==> src/pkg/serial_pkg.sv <==
// Constants, types and frame layout for the asynchronous serial engine.
// Assumes a single 20 MHz core clock and an instruction cycle of four clocks.
// Contract
// - Port runs asynchronous whenever port enable is set and the sync mode select bit is clear.
// - Frames are NRZ: start bit, eight or nine data bits, one stop bit.
// - Data goes LSB first; transmitter and receiver run independently.
// - Baud generator ticks at four, sixteen or sixty-four times the bit rate.
// - No hardware parity; parity travels as software's ninth bit.
// - Shifter reloads only after the stop bit, then at once if data waits.
// - Holding-to-shifter move takes one instruction cycle and sets buffer empty.
// - Buffer empty flag sets regardless of its enable; software cannot clear it. The code holds the flag clear while transmit enable is clear.
// - After a holding write the flag clears only in the second instruction cycle.
// - Shifter empty status reads set while the shifter is empty; no interrupt.
// - Setting transmit enable sets the buffer empty flag at once.
// - Ninth-bit enable sends nine data bits; ninth from the ninth bit value.
// - Auto baud runs only in asynchronous mode, with wake on edge set or clear.
// - Auto baud enable clears the counter, then waits for a start bit.
// - Counter runs from first rising edge, stops at fifth rising edge.
// - Fifth rising edge clears auto baud enable.
// - Measure rate is oscillator/512, /128 or /32 by the select bits.
// - Divisor low and high act as one 16-bit counter during measurement.
// - Receiver held idle; rx ready set at fifth edge; cleared by read.
// - With wake on edge set, measurement uses the character after the break.
// - Receive recovery samples at sixteen times the baud rate; the engine has no receive path, rxIdle is tied high.
package serial_pkg;
    localparam int          CYCLES_PER_TCY   = 4;
    localparam int          TCY_W            = 2;
    localparam logic [1:0]  TCY_LAST         = 2'h3;
    localparam int          WORD_W           = 9;
    localparam int          FIFO_DEPTH       = 16;
    localparam int          FIFO_AW          = 4;
    localparam int          TICKS_X16        = 16;
    localparam int          TICKS_X64        = 64;
    localparam logic [5:0]  TICK_LAST_X16    = 6'h0f;
    localparam logic [5:0]  TICK_LAST_X64    = 6'h3f;
    localparam logic [5:0]  TICK_LAST_X4     = 6'h03;
    localparam logic [3:0]  BITS_8           = 4'h8;
    localparam logic [3:0]  BITS_9           = 4'h9;
    localparam logic [8:0]  MEAS_DIV_512     = 9'h1ff;
    localparam logic [8:0]  MEAS_DIV_128     = 9'h07f;
    localparam logic [8:0]  MEAS_DIV_32      = 9'h01f;
    localparam logic [2:0]  RISE_LAST        = 3'h5;
    localparam logic [15:0] DIVISOR_RESET    = 16'h0000;
    localparam logic [7:0]  HOLD_RESET       = 8'h00;

    // Configuration bits that steer the engine
    typedef struct packed {
        logic       syncMode;
        logic       portEnable;
        logic       transmitEnable;
        logic       ninthBitTxEnable;
        logic       ninthTxBitValue;
        logic       highSpeedSelect;
        logic       wideDividerSelect;
        logic       wakeOnEdgeEnable;
    } serial_cfg_t;

    typedef enum logic [2:0] {TxIdle, TxLoad, TxStart, TxData, TxStop} tx_state_t;
    typedef enum logic [2:0] {AbIdle, AbWaitBreak, AbWaitStart, AbWaitRise, AbCount} ab_state_t;
endpackage

==> src/rtl/async_serial_tx_autobaud.sv <==
// Asynchronous serial transmitter with baud generator and auto baud measurement.
// Assumes rxPin comes from a pad; all other inputs are on clk.
module async_serial_tx_autobaud
    import serial_pkg::*;
(
    input  wire logic        clk,            // Core clock 20 MHz
    input  wire logic        rst,            // Async reset
    input  wire serial_cfg_t cfg,            // Control bits
    input  wire logic [15:0] divisorWrData,  // Divisor write data
    input  wire logic        divisorWr,      // Divisor write strobe
    input  wire logic [7:0]  holdWrData,     // Holding register data
    input  wire logic        holdWr,         // Holding register write strobe
    output logic             holdReady,      // Buffer can take a write
    input  wire logic        autoBaudSet,    // Software sets auto baud enable
    input  wire logic        rxHoldRead,     // Software reads rx holding reg
    input  wire logic        rxPin,          // Receive pin
    output logic             txPin,          // Transmit pin
    output logic             txBufferEmptyFlag, // Buffer empty flag
    output logic             shifterEmptyStatus, // Shifter empty
    output logic             autoBaudEnable, // Auto baud enable
    output logic [15:0]      divisor,        // Divisor pair
    output logic             rxReadyFlag,    // Receive ready
    output logic [7:0]      rxHoldingReg,   // Receive holding reg
    output logic             rxIdle          // Receiver held idle
);
    logic             rxMeta;
    logic             rxSync;
    logic             rxPrev;
    logic [TCY_W-1:0] tcyCnt;
    logic             tcyTick;
    logic [15:0]      brgCnt;
    logic [15:0]      next_brgCnt;
    logic [5:0]       subCnt;
    logic [5:0]       next_subCnt;
    logic             bitTick;
    logic [5:0]       tickLast;
    logic [8:0]       measCnt;
    logic [8:0]       next_measCnt;
    logic [8:0]       measLast;
    tx_state_t        txState;
    tx_state_t        next_txState;
    logic [8:0]       shiftReg;
    logic [8:0]       next_shiftReg;
    logic [3:0]       bitCnt;
    logic [3:0]       next_bitCnt;
    logic             next_txPin;
    logic             txEnPrev;
    logic             fifoValid;
    logic [8:0]       fifoData;
    logic             fifoPop;
    logic [1:0]       clrDelay;
    logic [1:0]       next_clrDelay;
    logic             next_flag;
    ab_state_t        abState;
    ab_state_t        next_abState;
    logic [2:0]       riseCnt;
    logic [2:0]       next_riseCnt;
    logic [15:0]      next_divisor;
    logic             next_abEn;
    logic             next_rxReady;
    logic             rxRise;
    logic             rxFall;
    logic             asyncMode;

    assign asyncMode = cfg.portEnable && !cfg.syncMode;

    // Pad synchroniser and instruction cycle strobe
    always_ff @(posedge clk or posedge rst)
    begin
        if (rst)
        begin
            rxMeta   <= 1'b1;
            rxSync   <= 1'b1;
            rxPrev   <= 1'b1;
            tcyCnt   <= '0;
            txEnPrev <= 1'b0;
        end
        else
        begin
            rxMeta   <= rxPin;
            rxSync   <= rxMeta;
            rxPrev   <= rxSync;
            tcyCnt   <= tcyCnt + 1'b1;
            txEnPrev <= cfg.transmitEnable;
        end
    end
    assign tcyTick = (tcyCnt == TCY_LAST);
    assign rxRise  = rxSync && !rxPrev;
    assign rxFall  = !rxSync && rxPrev;

    // FIFO of holding words; ninth bit captured with the data
    sync_fifo #(.WIDTH(WORD_W), .DEPTH(FIFO_DEPTH), .AW(FIFO_AW)) holdFifo (
        .clk      (clk),
        .rst      (rst),
        .inData   ({cfg.ninthTxBitValue, holdWrData}),
        .inValid  (holdWr && cfg.transmitEnable),
        .inReady  (holdReady),
        .outData  (fifoData),
        .outValid (fifoValid),
        .outReady (fifoPop)
    );

    // Four, sixteen or sixty-four ticks per bit; divisor reload gives x4(n+1) at both set
    always_comb
    begin
        tickLast = (cfg.highSpeedSelect || cfg.wideDividerSelect) ? TICK_LAST_X16 : TICK_LAST_X64;
        if (cfg.highSpeedSelect && cfg.wideDividerSelect)
            tickLast = TICK_LAST_X4;
        measLast = (!cfg.highSpeedSelect && !cfg.wideDividerSelect) ? MEAS_DIV_512 :
                   (cfg.highSpeedSelect && cfg.wideDividerSelect) ? MEAS_DIV_32 : MEAS_DIV_128;
        bitTick     = 1'b0;
        next_brgCnt = brgCnt;
        next_subCnt = subCnt;
        if (autoBaudEnable || !asyncMode)
        begin
            next_brgCnt = '0;
            next_subCnt = '0;
        end
        else if (brgCnt == '0)
        begin
            next_brgCnt = cfg.wideDividerSelect ? divisor : {8'h00, divisor[7:0]};
            next_subCnt = (subCnt == tickLast) ? '0 : subCnt + 1'b1;
            bitTick     = (subCnt == tickLast);
        end
        else
            next_brgCnt = brgCnt - 1'b1;
    end

    // Transmit shifter: start, LSB first data, stop; no parity
    always_comb
    begin
        next_txState  = txState;
        next_shiftReg = shiftReg;
        next_bitCnt   = bitCnt;
        next_txPin    = txPin;
        fifoPop       = 1'b0;
        unique case (txState)
            TxIdle:
                if (fifoValid && cfg.transmitEnable && asyncMode && tcyTick)
                    next_txState = TxLoad;
            TxLoad:
            begin
                fifoPop       = 1'b1;
                next_shiftReg = fifoData;
                next_bitCnt   = cfg.ninthBitTxEnable ? BITS_9 : BITS_8;
                next_txState  = TxStart;
            end
            TxStart:
                if (bitTick)
                begin
                    next_txPin   = 1'b0; // Start on a tick so it lasts a full bit
                    next_txState = TxData;
                end
            TxData:
                if (bitTick)
                begin
                    next_txPin    = (bitCnt == 4'h0) || shiftReg[0];
                    next_shiftReg = {1'b0, shiftReg[8:1]};
                    next_bitCnt   = bitCnt - 1'b1;
                    if (bitCnt == 4'h0)
                        next_txState = TxStop;
                end
            TxStop:
                if (bitTick)
                    next_txState = TxIdle;
        endcase
        if (!cfg.transmitEnable)
        begin
            next_txState = TxIdle;
            next_txPin   = 1'b1;
        end
    end

    // Buffer empty flag: clears two instruction cycles after a write
    always_comb
    begin
        next_clrDelay = clrDelay;
        next_flag     = txBufferEmptyFlag;
        if (holdWr && cfg.transmitEnable)
            next_clrDelay = 2'h2;
        else if (tcyTick && clrDelay != 2'h0)
            next_clrDelay = clrDelay - 1'b1;
        if (tcyTick && clrDelay == 2'h1 && next_clrDelay == 2'h0)
            next_flag = !fifoValid && holdReady;
        if (fifoPop || (cfg.transmitEnable && !txEnPrev))
            next_flag = 1'b1;
        if (!cfg.transmitEnable)
            next_flag = 1'b0;
    end

    // Auto baud measurement
    always_comb
    begin
        next_abState = abState;
        next_riseCnt = riseCnt;
        next_divisor = divisor;
        next_abEn    = autoBaudEnable;
        next_rxReady = rxReadyFlag;
        next_measCnt = measCnt;
        if (divisorWr)
            next_divisor = divisorWrData;
        if (rxHoldRead)
            next_rxReady = 1'b0;
        unique case (abState)
            AbIdle:
                if (autoBaudSet && asyncMode)
                begin
                    next_abEn    = 1'b1;
                    next_divisor = DIVISOR_RESET;
                    next_abState = cfg.wakeOnEdgeEnable ? AbWaitBreak : AbWaitStart;
                end
            AbWaitBreak:
                if (rxRise)
                    next_abState = AbWaitStart;
            AbWaitStart:
                if (rxFall)
                    next_abState = AbWaitRise;
            AbWaitRise:
                if (rxRise)
                begin
                    next_riseCnt = 3'h1;
                    next_measCnt = '0;
                    next_abState = AbCount;
                end
            AbCount:
            begin
                next_measCnt = (measCnt == measLast) ? '0 : measCnt + 1'b1;
                if (measCnt == measLast)
                    next_divisor = divisor + 1'b1;
                if (rxRise)
                begin
                    next_riseCnt = riseCnt + 1'b1;
                    if (riseCnt + 1'b1 == RISE_LAST)
                    begin
                        next_abEn    = 1'b0;
                        next_rxReady = 1'b1;
                        next_abState = AbIdle;
                    end
                end
            end
        endcase
        if (!asyncMode)
        begin
            next_abState = AbIdle;
            next_abEn    = 1'b0;
        end
    end

    // State registers
    always_ff @(posedge clk or posedge rst)
    begin
        if (rst)
        begin
            brgCnt            <= '0;
            subCnt            <= '0;
            measCnt           <= '0;
            txState           <= TxIdle;
            shiftReg          <= '0;
            bitCnt            <= '0;
            txPin             <= 1'b1;
            clrDelay          <= '0;
            txBufferEmptyFlag <= 1'b0;
            abState           <= AbIdle;
            riseCnt           <= '0;
            divisor           <= DIVISOR_RESET;
            autoBaudEnable    <= 1'b0;
            rxReadyFlag       <= 1'b0;
            rxHoldingReg      <= HOLD_RESET;
        end
        else
        begin
            brgCnt            <= next_brgCnt;
            subCnt            <= next_subCnt;
            measCnt           <= next_measCnt;
            txState           <= next_txState;
            shiftReg          <= next_shiftReg;
            bitCnt            <= next_bitCnt;
            txPin             <= next_txPin;
            clrDelay          <= next_clrDelay;
            txBufferEmptyFlag <= next_flag;
            abState           <= next_abState;
            riseCnt           <= next_riseCnt;
            divisor           <= next_divisor;
            autoBaudEnable    <= next_abEn;
            rxReadyFlag       <= next_rxReady;
            rxHoldingReg      <= HOLD_RESET;
        end
    end

    // Status outputs
    assign shifterEmptyStatus = (txState == TxIdle);
    assign rxIdle             = 1'b1;
endmodule

==> src/rtl/sync_fifo.sv <==
// Synchronous FIFO with valid/ready on both sides.
// Assumes one clock and an asynchronous active-high reset.
module sync_fifo
    import serial_pkg::*;
#(
    parameter int WIDTH = 9,
    parameter int DEPTH = 16,
    parameter int AW    = 4
)(
    input  wire logic             clk,      // Core clock
    input  wire logic             rst,      // Async reset
    input  wire logic [WIDTH-1:0] inData,   // Write data
    input  wire logic             inValid,  // Write request
    output logic                  inReady,  // Not full
    output logic [WIDTH-1:0]      outData,  // Head word
    output logic                  outValid, // Not empty
    input  wire logic             outReady  // Pop request
);
    logic [WIDTH-1:0] mem [DEPTH];
    logic [AW:0]      wrPtr;
    logic [AW:0]      rdPtr;
    logic [AW:0]      next_wrPtr;
    logic [AW:0]      next_rdPtr;
    logic             push;
    logic             pop;

    // Full and empty from pointer wrap bits
    always_comb
    begin
        inReady    = (wrPtr[AW] == rdPtr[AW]) || (wrPtr[AW-1:0] != rdPtr[AW-1:0]);
        outValid   = (wrPtr != rdPtr);
        push       = inValid && inReady;
        pop        = outValid && outReady;
        next_wrPtr = push ? wrPtr + 1'b1 : wrPtr;
        next_rdPtr = pop ? rdPtr + 1'b1 : rdPtr;
        outData    = mem[rdPtr[AW-1:0]];
    end

    // Pointer registers
    always_ff @(posedge clk or posedge rst)
    begin
        if (rst)
        begin
            wrPtr <= '0;
            rdPtr <= '0;
        end
        else
        begin
            wrPtr <= next_wrPtr;
            rdPtr <= next_rdPtr;
        end
    end

    // Storage
    always_ff @(posedge clk)
    begin
        if (push)
            mem[wrPtr[AW-1:0]] <= inData;
    end
endmodule

==> config.mk <==
export PLATFORM = sky130hd
export DESIGN_NAME = async_serial_tx_autobaud
export DESIGN_NICKNAME = d
export VERILOG_FILES = /design/src/pkg/serial_pkg.sv /design/src/rtl/async_serial_tx_autobaud.sv /design/src/rtl/sync_fifo.sv
export SDC_FILE = /design/constraint.sdc
export NUM_CORES = 1
export LEC_CHECK = 0
export BUFFER_PORTS_ARGS = -buffer_cell sky130_fd_sc_hd__buf_2
export CORE_UTILIZATION = 45
export CTS_BUF_LIST = sky130_fd_sc_hd__clkbuf_16
export DETAILED_ROUTE_END_ITERATION = 12
export GPL_ROUTABILITY_DRIVEN = 0
export SLEW_MARGIN = 30
export SYNTH_ARGS = -nofsm -noshare
export SYNTH_HDL_FRONTEND = slang
export SYNTH_SLANG_ARGS = --single-unit
==> constraint.sdc <==
create_clock -name clk -period 3.12 [get_ports clk]
set_input_delay 0.624 -clock clk [delete_from_list [all_inputs] [get_ports clk]]
set_output_delay 0.624 -clock clk [all_outputs]
set_load 0.03 [all_outputs]
Yosys cells after proc, flatten, opt, wreduce, memory -nomap -nowiden
Memories as Yosys holds them, arrays and structs flattened.
Index checks and enable logic that the tools add are counted.
- output and inout port bits: 31
- logic and storage cells: 175
- bits in writable memories: 144
- memories: 1
- register bits: 91
- memory list (name ; depth ; width ; rd ports ; clocked after memory_dff ; wr ports ; line ; text):
    holdFifo.mem ; 16 ; 9 ; 1 ; 0 ; 1 ; sync_fifo.sv:19 ; logic [WIDTH-1:0] mem [DEPTH];
- reductions and logical operators: 46
- add/sub/neg operators: 10
- mux-type cells: 64
- equality and inequality tests: 33
- operator list (kind ; number):
    two-way mux 16 bit ; 6
    two-way mux 3 bit ; 15
    two-way mux 9 bit ; 4
    one-hot mux 9 bit (2 select lines) ; 2
    one-hot mux 16 bit (2 select lines) ; 1
    two-way mux 6 bit ; 5
    != test 3 bit (second input constant) ; 10
    one-hot mux 3 bit (5 select lines) ; 2
    two-way mux 1 bit ; 20
    logical AND 1 bit ; 17
    adder 16 x 1 -> 16 bit (second input constant) ; 1
    logical NOT 16 bit ; 1
    subtractor 16 x 1 -> 16 bit (second input constant) ; 1
    equality test 3 x 2 -> 1 bit (second input constant) ; 4
    adder 5 x 1 -> 5 bit (second input constant) ; 2
    adder 9 x 1 -> 9 bit (second input constant) ; 1
    equality test 3 bit (second input constant) ; 3
    equality test 9 bit ; 1
    != test 3 x 1 -> 1 bit (second input constant) ; 3
    logical NOT 1 bit ; 8
    one-hot mux 4 bit (2 select lines) ; 1
    nonzero test 2 bit ; 4
    two-way mux 7 bit ; 1
    adder 6 x 1 -> 6 bit (second input constant) ; 1
    26 further kinds ; 39

Logic depth before layout (Yosys ltp)
Gate-level depths: netlist (run 1).
- word-level depth: 9
- mapped depth: 9

Hierarchy
A second synthesis (run 1) with hierarchy kept.
- cells, all modules: 837
- area total of the unflattened synthesis: 10881.7 um2
- modules (own cells, without submodules) (module ; cells an instance ; area an instance (um2) ; instances):
    sync_fifo ; 309 ; 6137.1 ; 1
    async_serial_tx_autobaud ; 528 ; 4744.6 ; 1

Worst setup path after synthesis (run 1)
No wires, ideal clock.
- kind: input -> register
- start point: in cfg[1] (netlist bit)
- end point: reg divisor[9]
- data arrival time: 2242 ps
- setup time: 83 ps
- stages: 8
- setup slack: 796 ps
- cells stage by stage: buf_2 > or2_2 > mux2i_1 > a31o_2 > a21boi_0 > buf_2 > a22oi_1 > o21ai_0
- cells in the longest elaborated chain, start to end: 6
- elaborated cells between the ends (all ways): 8
- ends and longest elaborated chain (element ; line ; text):
    start: declaration ; async_serial_tx_autobaud.sv:8 ; input wire serial_cfg_t cfg,
    logical AND 1 bit or logical NOT 1 bit (tied branches) ; async_serial_tx_autobaud.sv:110, async_serial_tx_autobaud.sv:109 ;
    two-way mux 7 bit or logical AND 1 bit (tied branches) ; async_serial_tx_autobaud.sv:110, async_serial_tx_autobaud.sv:109 ;
    two-way mux 9 bit * ; async_serial_tx_autobaud.sv:109 ; measLast = (!cfg.highSpeedSelect && !cfg.wideDividerSelect) ? MEAS_DIV_512 :
    equality test 9 bit * ; async_serial_tx_autobaud.sv:228 ; if (measCnt == measLast)
    two-way mux 16 bit * ; async_serial_tx_autobaud.sv:228 ;
    one-hot mux 16 bit (2 select lines) * ; async_serial_tx_autobaud.sv:204 ; unique case (abState)
    named net next_divisor[9] ; async_serial_tx_autobaud.sv:58 ; logic [15:0] next_divisor;
    end signal: assignment ; async_serial_tx_autobaud.sv:283 ; divisor <= next_divisor;
    end: declaration ; async_serial_tx_autobaud.sv:21 ; output logic [15:0] divisor,
The timed path passes the listed nets; every way through them passes the cells marked *.
A chain may end at the register's enable or synchronous reset.

Final worst setup path (run 1)
- start point: reg holdFifo.wrPtr[3]
- end point: out holdReady
- cells in the longest elaborated chain, start to end: 2
- ends and longest elaborated chain (element ; line ; text):
    start: declaration ; sync_fifo.sv:20 ; logic [AW:0] wrPtr;
    start signal: assignment ; sync_fifo.sv:49 ; wrPtr <= next_wrPtr;
    != test 4 bit ; sync_fifo.sv:30 ; inReady = (wrPtr[AW] == rdPtr[AW]) || (wrPtr[AW-1:0] != rdPtr[AW-1:0]);
    logical OR 1 bit ; sync_fifo.sv:30 ;
    end: declaration ; async_serial_tx_autobaud.sv:13 ; output logic holdReady,
Every way passes these cells.

==> results of run 1 <==
[logic make-up (layout without fill, tap and decap cells)]
| group | Yosys count | in the layout | synth area share |
|---|---|---|---|
| xor+xnor | 31 | 31 | 0.0252 |
| fa+ha+maj | 17 | 17 | 0.0198 |
| flops | 235 | 235 | 0.614 |
| mux | 63 | 63 | 0.0935 |
| buf+inv | 65 | 142 | 0.0278 |
| simple gates | 240 | 240 | 0.119 |
| other cells | 2 | 9 | 0.000698 |
| compound gates | 162 | 162 | 0.100 |
[critical path, cell delays in order, from the launching register on]
cell and delay [ns]:
dfrtp_1 0.48, xor2_1 0.19, nor4_1 0.41, nand2_1 0.12
buf_2 0.19
[stage by stage]
stage / util / instance area [um2] / power (mW)
6_report: 0.520 / 12200 / 9.70
5_1_grt: 0.520 / 12200 / 10.2
4_1_cts: 0.520 / 12200 / 9.80
3_5_place_dp: 0.486 / 11400 / 6.87
3_3_place_gp: 0.486 / 11400 / 6.86
2_1_floorplan: - / 10800 / 6.17
[registers in the layout, summed over array words and instances (netlist names), 2 cells and up]
signal,count
divisor,16
holdFifo.rdPtr,5
measCnt,9
txState,3
shiftReg,9
riseCnt,3
holdFifo.mem,144
abState,3
tcyCnt,2
holdFifo.wrPtr,5
clrDelay,2
bitCnt,4
brgCnt,16
subCnt,6
[final cells by class]
type	instances	area [um2]
fillers	1998	11300
flip-flops and latches	235	6610
clock inverters	21	180
inverters	22	85.1
multi-input cells	522	3880
repair buffers	74	418
well taps	319	399
clock buffers	25	626
[per-layer routing]
layer	up-vias	wire, um	track usage	part of all wire
li1	3202	-	-	-
met1	3247	10700	0.271	0.47
met2	131	10500	0.308	0.46
met3	34	881	0.0266	0.039
met4	0	522	0.0532	0.023
met5	-	0	0	0
[cell usage after synthesis, types with 4 or more instances]
cell | instances | share of area
and2_1 | 15 | 0.0087
a21oi_1 | 34 | 0.016
nand2b_1 | 8 | 0.0046
nand3_1 | 26 | 0.012
or2_2 | 6 | 0.0035
buf_4 | 9 | 0.0063
xor2_1 | 15 | 0.012
o22ai_1 | 11 | 0.0064
nor2b_1 | 12 | 0.0070
and4_1 | 4 | 0.0033
inv_1 | 22 | 0.0077
xnor2_1 | 16 | 0.013
and3_1 | 5 | 0.0029
dfrtp_1 | 87 | 0.20
nand2_1 | 65 | 0.023
a211oi_1 | 17 | 0.012
o21ai_0 | 37 | 0.017
mux2_2 | 10 | 0.010
nor3b_1 | 5 | 0.0035
a221o_1 | 4 | 0.0037
ha_1 | 17 | 0.020
a22o_1 | 9 | 0.0073
mux2i_1 | 24 | 0.022
buf_2 | 11 | 0.0051
mux4_2 | 29 | 0.061
nor3_1 | 13 | 0.0060
nor2_1 | 45 | 0.016
clkbuf_1 | 20 | 0.0070
dfstp_2 | 4 | 0.0098
o32ai_1 | 9 | 0.0073
nor4_1 | 7 | 0.0041
o311ai_0 | 4 | 0.0033
o21ai_1 | 7 | 0.0033
edfxtp_1 | 144 | 0.40
nand4_1 | 8 | 0.0046
o211ai_1 | 6 | 0.0042
[power breakdown]
group	switching (mW)	internal, mW	total [mW]
combinational	1.57	1.22	2.79
sequential	0.324	3.67	3.99
clock	1.21	1.71	2.91
[worst max path at each step]
stage	from	to	slack [ns]	cells after the start
after CTS	holdFifo.wrPtr[3]	holdReady	0.52	4
after floorplan	rst	abState[0]	0.14	1
after detailed placement	cfg[1]	divisor[4]	0.30	7
final	holdFifo.wrPtr[3]	holdReady	0.57	4
after global routing	holdFifo.wrPtr[3]	holdReady	0.44	4
after global placement	cfg[1]	divisor[4]	0.36	7
==> key figures, run 1 <==
Clocking
  • Num CTS Buffers: 25
  • Clock latency on the worst-skew pair: roughly 0.54 ns
  • CTS tree: done
  • Resized Gates After CTS: 0
  • Clk sinks: ~240
  • Clk slew on worst S/H paths: 0.06 ns
  • CTS root buffer: clkbuf_16
  • # Post-CTS Setup Buffers: 0
  • CTS Hold Bufs: 0
  • Max H-tree Level: 1
  • Clock Path Buffers: 3

Synth
  • Synth cell types: between 60 and 70
  • Syn Std Cell Area: 10800 um2
  • Sequential share of the synthesized area: 0.614
  • Warnings, synthesis: 0
  • Synth Instances: roughly 820
  • Post-synthesis register bit count: approximately 240
  • Post-synth ARST share: 0.387
  • Syn Area/Cell: about 13 um2
  • Post-synth EDFFs: approximately 140
  • Main synth FF type: edfxtp_1

STA
  • Final Critical Period: roughly 2.5 ns
  • RSZ-0062 raised after global routing: false
  • Relative slew slack: 0.339
  • Final hold viol count: 0
  • Hold slack final: around 0.20 ns
  • Setup violations, final: 0
  • Final Skew: approximately 0.023 ns
  • Fmax achieved: roughly 0.39 GHz
  • Final cycle utilization of the critical path: 0.816
  • Slew Limit Fails: 0
  • Final worst setup slack: roughly 0.57 ns
  • Worst-Margin Slew: ~0.99 ns
  • Setup tns final: 0 ns

Hold path
  • Hold_sp: rxPin
  • Hold endpoint: rxMeta
  • Cells on Worst Hold Path: 1
  • Hold Path Class: input port to flop

Finish
  • Fin nets: 936
  • Commonest cells after routing, fill and taps aside: edfxtp_1 (144), dfrtp_1 (85), nand2_1 (65)
  • Fraction of layout cells with a size suffix above 1: 0.194
  • P&R area growth vs syn: 13.4%
  • Post-Layout Cell Count: between 1000 and 1500
  • Antenna fix cells: 0
  • Commonest non-fill, non-tap cell in the layout: edfxtp_1

Pwr
  • Pwr dens: between 700 and 800 nW/um2
  • P_leak: ~4.7 nW
  • VDD IR max: ~0.55 mV

Global routing
  • Antenna violations before repair: 0
  • Total grt overflow: 0
  • First-pass GRT wire length: between 30000 and 40000 um
  • Total GRT Usage: 0.191
  • Largest net degree at the start of global routing: 52
  • Vias in the first global route: 6536

Placed design
  • Post-DP HPWL: roughly 15000 um
  • I/O Buffers: 60
  • Setup WS pre-CTS: 0.298 ns
  • Placed insts: about 1200

Setup path
  • R2R depth: 6
  • CP Capture Type: output port
  • Max Fanout on Critical Path: 9
  • Setup CP Type: flop to output port
  • Critical Path Start Type: flop
  • Reg-to-reg endpoint: divisor[3]
  • WP data required: approximately 2.5 ns
  • RR Startpoint: abState[0]
  • CP arrival: between 1.5 and 2 ns
  • Worst reg-to-reg setup slack: 0.60 ns

Drt
  • Post-route ant nets: 0
  • Drt pass-1 iters: 7
  • DR WL/cell: roughly 19 um
  • # DRC: 0
  • Initial drt markers: 504
  • DR vias/cell: ~5.4
  • Drt total wl: roughly 23000 um
  • Vias: around 6600

Die
  • Total core area: 23500 um2
  • Die Ht: between 150 and 200 um
  • Row cnt: 56
  • Top Ports: 70
  • Starting Density: 0.459
  • Die Footprint: between 20000 and 25000 um2
  • Die width: ~160 um

Outcome
  • Status: completed

Run
  • Max_cap viols: 0
Power figures use the tool's default switching activity.
==> run 2, diff against run 1 <==
Clock period 3.12 ns to 2.25 ns, I/O delays scaled along.
==> key figures, run 2 (synthesis results as in run 1) <==
STA
  • Slew Limit Fails: 0 (unchanged)
  • Fmax achieved: 0.451 GHz
  • RSZ-0062 raised after global routing: true
  • Relative slew slack: 0.573 (+0.233)
  • Setup violations, final: 0 (unchanged)
  • Final cycle utilization of the critical path: 0.985
  • Final hold viol count: 0 (unchanged)
  • Final worst setup slack: 0.0339 ns (-0.540 ns)
  • Worst-Margin Slew: 0.641 ns (-0.350 ns)
  • Final Critical Period: about 2.2 ns
  • Final Skew: 0.0117 ns (-0.0113 ns)

Drt
  • Metal2 WL: 11400 um (+8.8%)
  • Drt pass-1 iters: 5 (-2)
  • Vias: 6940 (+4.9%)
  • Initial drt markers: 428 (-15%)
  • Metal-1 WL: 10800 um (+0.60%)
  • Drt total wl: 23500 um (+3.7%)
  • # DRC: 0 (unchanged)
  • DR WL/cell: 18.5 um (-0.76%)
  • Met3 WL post-DR: 830 um (-5.8%)
  • Top Metal Used: met4
  • DR vias/cell: 5.45 (+0.40%)
  • Post-route ant nets: 0 (unchanged)

Clocking
  • CTS tree: done
  • Clock latency on the worst-skew pair: 0.53 ns (about the same)
  • Clock Path Buffers: 3 (unchanged)
  • Max H-tree Level: 1 (unchanged)
  • CTS root buffer: clkbuf_16
  • Clk slew on worst S/H paths: 0.06 ns (about the same)
  • CTS Hold Bufs: 0 (unchanged)
  • Num CTS Buffers: 26 (+4.0%)
  • Clk sinks: 235 (unchanged)

Die
  • Die Ht: 157 um (unchanged)
  • Starting Density: 0.459 (unchanged)
  • Row cnt: 56 (unchanged)
  • Die width: 157 um (unchanged)
  • Total core area: 23500 um2 (unchanged)
  • Die Footprint: 24500 um2 (unchanged)
  • Top Ports: 70 (unchanged)

Finish
  • Fin nets: 990 (+5.8%)
  • Antenna fix cells: 0 (unchanged)
  • Post-Layout Cell Count: 1273 (+4.5%)
  • Largest register FFs: 144 (unchanged)
  • Post-route cell area: 12900 um2 (+5.7%)
  • P&R area growth vs syn: 19.8%
  • Util after Layout: 0.549 (+0.0295)
  • Fraction of layout cells with a size suffix above 1: 0.256 (+0.0622)
  • Commonest cells after routing, fill and taps aside: edfxtp_1 (144), dfrtp_1 (85), nand2_1 (64)
  • Layout filler cell count: 1967 (-1.6%)
  • Commonest non-fill, non-tap cell in the layout: edfxtp_1

Setup path
  • R2R depth: 7 (+1)
  • CP bufs+invs: 2 (+1)
  • CP Capture Type: output port
  • Family with the most delay on the worst path: flip-flops
  • CP Depth: 5 (+1)
  • WP data required: 1.80 ns (-0.70 ns)
  • Crit path cell chain: xor2_1 > nor4_2 > buf_4 > nand2_2 > buf_6
  • Critical Path Start Type: flop
  • Max incr delay on CP: 0.42 ns (-0.06 ns)
  • Crit-path slowest cell: dfrtp_2
  • Setup CP Type: flop to output port
  • Max Fanout on Critical Path: 2 (-7)
  • CP arrival: 1.77 ns (-0.15 ns)

Pwr
  • Pwr dens: 1100 nW/um2 (+38%)
  • Cell internal pwr: 9.68 mW (+47%)
  • Sequential share of power: 0.386 (-0.026)
  • NetSw: 4.48 mW (+45%)
  • Net Sw Frac: 0.317 (-0.00300)
  • Gate power share: 0.327 (+0.039)
  • Part of the power in the clock network: 0.287 (-0.013)
  • VDD IR max: 0.692 mV (+26%)
  • P_leak: 5.01 nW (+7.7%)

Placed design
  • Setup WS pre-CTS: 0.0845 ns (-0.214 ns)
  • I/O Buffers: 60 (unchanged)
  • Placed insts: 1215 (+3.7%)
  • Cell area after placement: 11900 um2 (+4.6%)
  • Post-DP HPWL: 15400 um (+2.8%)

Global routing
  • First-pass GRT wire length: 37200 um (+3.2%)
  • Total grt overflow: 0 (unchanged)
  • Antenna violations before repair: 0 (unchanged)
  • Largest net degree at the start of global routing: 48 (-7.7%)
  • Total GRT Usage: 0.198 (+0.00670)
  • Vias in the first global route: 6827 (+4.5%)

Hold path
  • Hold Path Class: input port to asynchronous set/reset pin

Outcome
  • Status: completed

Run
  • Max_cap viols: 0 (unchanged)
-- run 2: cell types whose count changed in the layout (fill, tap and decap cells not counted), sizes merged --
cell and delta:
inv -1, buf +53, clkinv +1, clkinvlp +1, clkbuf +2, bufinv -1
-- run 2: stage by stage --
stage	power, mW	hold WS (ns)	setup TNS [ns]
detailed placement	9.94	0.349	0
global route	15.0	0.00445	-0.0932
floorplan	8.56	0.345	0
global placement	9.89	0.351	0
finish	14.2	0.000292	0
CTS	14.1	0.00388	0
-- run 2: what timing repair did --
action | in CTS | in global routing
pin swaps | 2 | 1
setup endpoints to repair | 1 | 13
resized for setup | 4 | 8
setup buffers | 1 | 9
-- run 2: final cells by class --
type / instances / area, um2 / share of cell area
flip-flops and latches: 235 / 6610 / 0.513
multi-input cells: 522 / 3960 / 0.307
repair buffers: 127 / 1010 / 0.0783
clock buffers: 27 / 676 / 0.0524
well taps: 319 / 399 / 0.0310
clock inverters: 21 / 154 / 0.0119
inverters: 22 / 86.3 / 0.00670
-- run 2: worst paths after layout --
kind / to / slack [ns] / startpoint
min in group clk: rxMeta / 0.02 / rxPin
setup reg to reg: shiftReg[2] / 0.07 / holdFifo.rdPtr[0]
max in group asynchronous: txPin / 1.63 / rst
hold / removal: abState[0] / 0.0003 / rst
hold reg to reg: rxSync / 0.36 / rxMeta
setup / recovery: holdReady / 0.03 / holdFifo.rdPtr[0]
-- run 2: power groups by stage --
stage,clock [mW],sequential [mW],combinational (mW)
floorplan,0,5.51,3.05
global placement,0,5.53,4.36
detailed placement,0,5.53,4.41
CTS,4.16,5.44,4.48
global route,4.35,5.53,5.09
finish,4.07,5.47,4.63
-- run 2: per-layer routing --
layer	track usage	vias up
met5	0	-
met4	0.0500	0
met3	0.0277	37
met2	0.331	118
met1	0.272	3470
li1	-	3315
==> run 3, diff against run 2 <==
Clock period 2.25 ns to 2.6 ns, I/O delays scaled along.
==> key figures, run 3 (synthesis results as in run 1) <==
Setup path
  • RR Startpoint: holdFifo.rdPtr[0]
  • WP data required: 2.08 ns (+0.28 ns)
  • CP Capture Type: output port
  • Max incr delay on CP: 0.48 ns (+0.06 ns)
  • Setup CP Type: flop to output port
  • Crit path cell chain: xor2_1 > nor4_1 > buf_4 > nand2_1 > buf_2
  • Crit-path slowest cell: dfrtp_1
  • CP bufs+invs: 2 (unchanged)
  • Max Fanout on Critical Path: 9 (+7)
  • CP arrival: 1.92 ns (+0.15 ns)
  • Critical Path Start Type: flop
  • Worst reg-to-reg setup slack: 0.32 ns (+0.25 ns)
  • Family with the most delay on the worst path: flip-flops
  • Worst setup path start: holdFifo.wrPtr[3]

Drt
  • Drt pass-1 iters: 4 (-1)
  • Drt total wl: 22000 um (-6.2%)
  • # DRC: 0 (unchanged)
  • DR WL/cell: 17.8 um (-3.3%)
  • Initial drt markers: 315 (-26%)
  • DR vias/cell: 5.41 (-0.77%)
  • Vias: 6681 (-3.7%)
  • Post-route ant nets: 0 (unchanged)

STA
  • Final cycle utilization of the critical path: 0.937
  • Slew Limit Fails: 0 (unchanged)
  • Relative slew slack: 0.495 (-0.0779)
  • Setup tns final: 0 ns (unchanged)
  • Final Critical Period: 2.44 ns
  • RSZ-0062 raised after global routing: false
  • Final worst setup slack: 0.163 ns (+0.129 ns)
  • Worst-Margin Slew: 0.756 ns (+0.115 ns)
  • Final Skew: 0.0201 ns (+0.00840 ns)
  • Final hold viol count: 0 (unchanged)
  • Fmax achieved: between 0.4 and 0.5 GHz
  • Setup violations, final: 0 (unchanged)

Clocking
  • Num CTS Buffers: 25 (-3.8%)
  • Clk slew on worst S/H paths: 0.06 ns (about the same)
  • Clock Path Buffers: 3 (unchanged)
  • CTS Hold Bufs: 0 (unchanged)
  • # Post-CTS Setup Buffers: 0 (-1)
  • Max H-tree Level: 1 (unchanged)
  • Clock latency on the worst-skew pair: 0.53 ns (about the same)
  • Resized Gates After CTS: 0 (-4)
  • Clk sinks: 235 (unchanged)
  • CTS tree: done
  • CTS root buffer: clkbuf_16

Placed design
  • I/O Buffers: 60 (unchanged)
  • Placed insts: 1189 (-2.1%)
  • Setup WS pre-CTS: 0.248 ns (+0.163 ns)
  • Post-DP HPWL: 14900 um (-3.7%)

Die
  • Die Footprint: 24500 um2 (unchanged)
  • Top Ports: 70 (unchanged)
  • Row cnt: 56 (unchanged)
  • Die Ht: 157 um (unchanged)
  • Die width: 157 um (unchanged)
  • Total core area: 23500 um2 (unchanged)
  • Starting Density: 0.459 (unchanged)

Pwr
  • Pwr dens: 942 nW/um2 (-14%)
  • P_leak: 4.72 nW (-5.8%)
  • Final total power: 11.6 mW (-18%)
  • VDD IR max: 0.596 mV (-14%)

Finish
  • Commonest cells after routing, fill and taps aside: edfxtp_1 (144), dfrtp_1 (85), nand2_1 (65)
  • Largest register FFs: 144 (unchanged)
  • P&R area growth vs syn: 14.8%
  • Layout filler cell count: 2027 (+3.1%)
  • Post-Layout Cell Count: 1235 (-3.0%)
  • Antenna fix cells: 0 (unchanged)
  • Commonest non-fill, non-tap cell in the layout: edfxtp_1
  • Fraction of layout cells with a size suffix above 1: 0.212 (-0.0440)
  • Fin nets: 953 (-3.7%)

Global routing
  • Antenna violations before repair: 0 (unchanged)
  • Total GRT Usage: 0.187 (-0.0108)
  • Total grt overflow: 0 (unchanged)
  • First-pass GRT wire length: 35600 um (-4.2%)
  • Largest net degree at the start of global routing: 48 (unchanged)
  • Vias in the first global route: 6675 (-2.2%)

Run
  • Max_cap viols: 0 (unchanged)

Hold path
  • Hold_sp: rxPin
  • Hold Path Class: input port to flop

Outcome
  • Status: completed
## run 3: final cells by class
type | instances | area, um2 | area share
clock buffers | 25 | 626 | 0.0506
clock inverters | 21 | 154 | 0.0125
inverters | 22 | 86.3 | 0.00699
multi-input cells | 522 | 3880 | 0.314
flip-flops and latches | 235 | 6610 | 0.535
well taps | 319 | 399 | 0.0323
repair buffers | 91 | 596 | 0.0482
## run 3: stage by stage
| step | hold slack [ns] | utilization | cell area, um2 |
|---|---|---|---|
| 6_report | 0.0994 | 0.526 | 12400 |
| 5_1_grt | 0.0836 | 0.526 | 12400 |
| 4_1_cts | 0.0806 | 0.526 | 12400 |
| 3_5_place_dp | 0.349 | 0.493 | 11600 |
| 3_3_place_gp | 0.347 | 0.493 | 11600 |
| 2_1_floorplan | 0.345 | - | 10800 |
## run 3: worst paths after layout
| check | to | cells after the start |
|---|---|---|
| hold / removal | rxMeta | 1 |
| setup reg to reg | shiftReg[3] | 6 |
| min in group asynchronous | riseCnt[0] | 2 |
| hold reg to reg | rxSync | 0 |
| max in group asynchronous | txPin | 3 |
| setup / recovery | holdReady | 5 |
## run 3: power breakdown
| group | leakage (nW) | total (mW) | switching, mW | internal [mW] |
|---|---|---|---|---|
| clock | 0.390 | 3.39 | 1.44 | 1.95 |
| sequential | 2.44 | 4.79 | 0.390 | 4.40 |
| combinational | 1.89 | 3.46 | 1.88 | 1.58 |
## run 3: layer usage
| layer | global-route usage | routed length [um] |
|---|---|---|
| met3 | 0.0277 | 714 |
| met1 | 0.249 | 10100 |
| met2 | 0.325 | 10900 |
| met4 | 0.0378 | 282 |
| met5 | 0 | 0 |
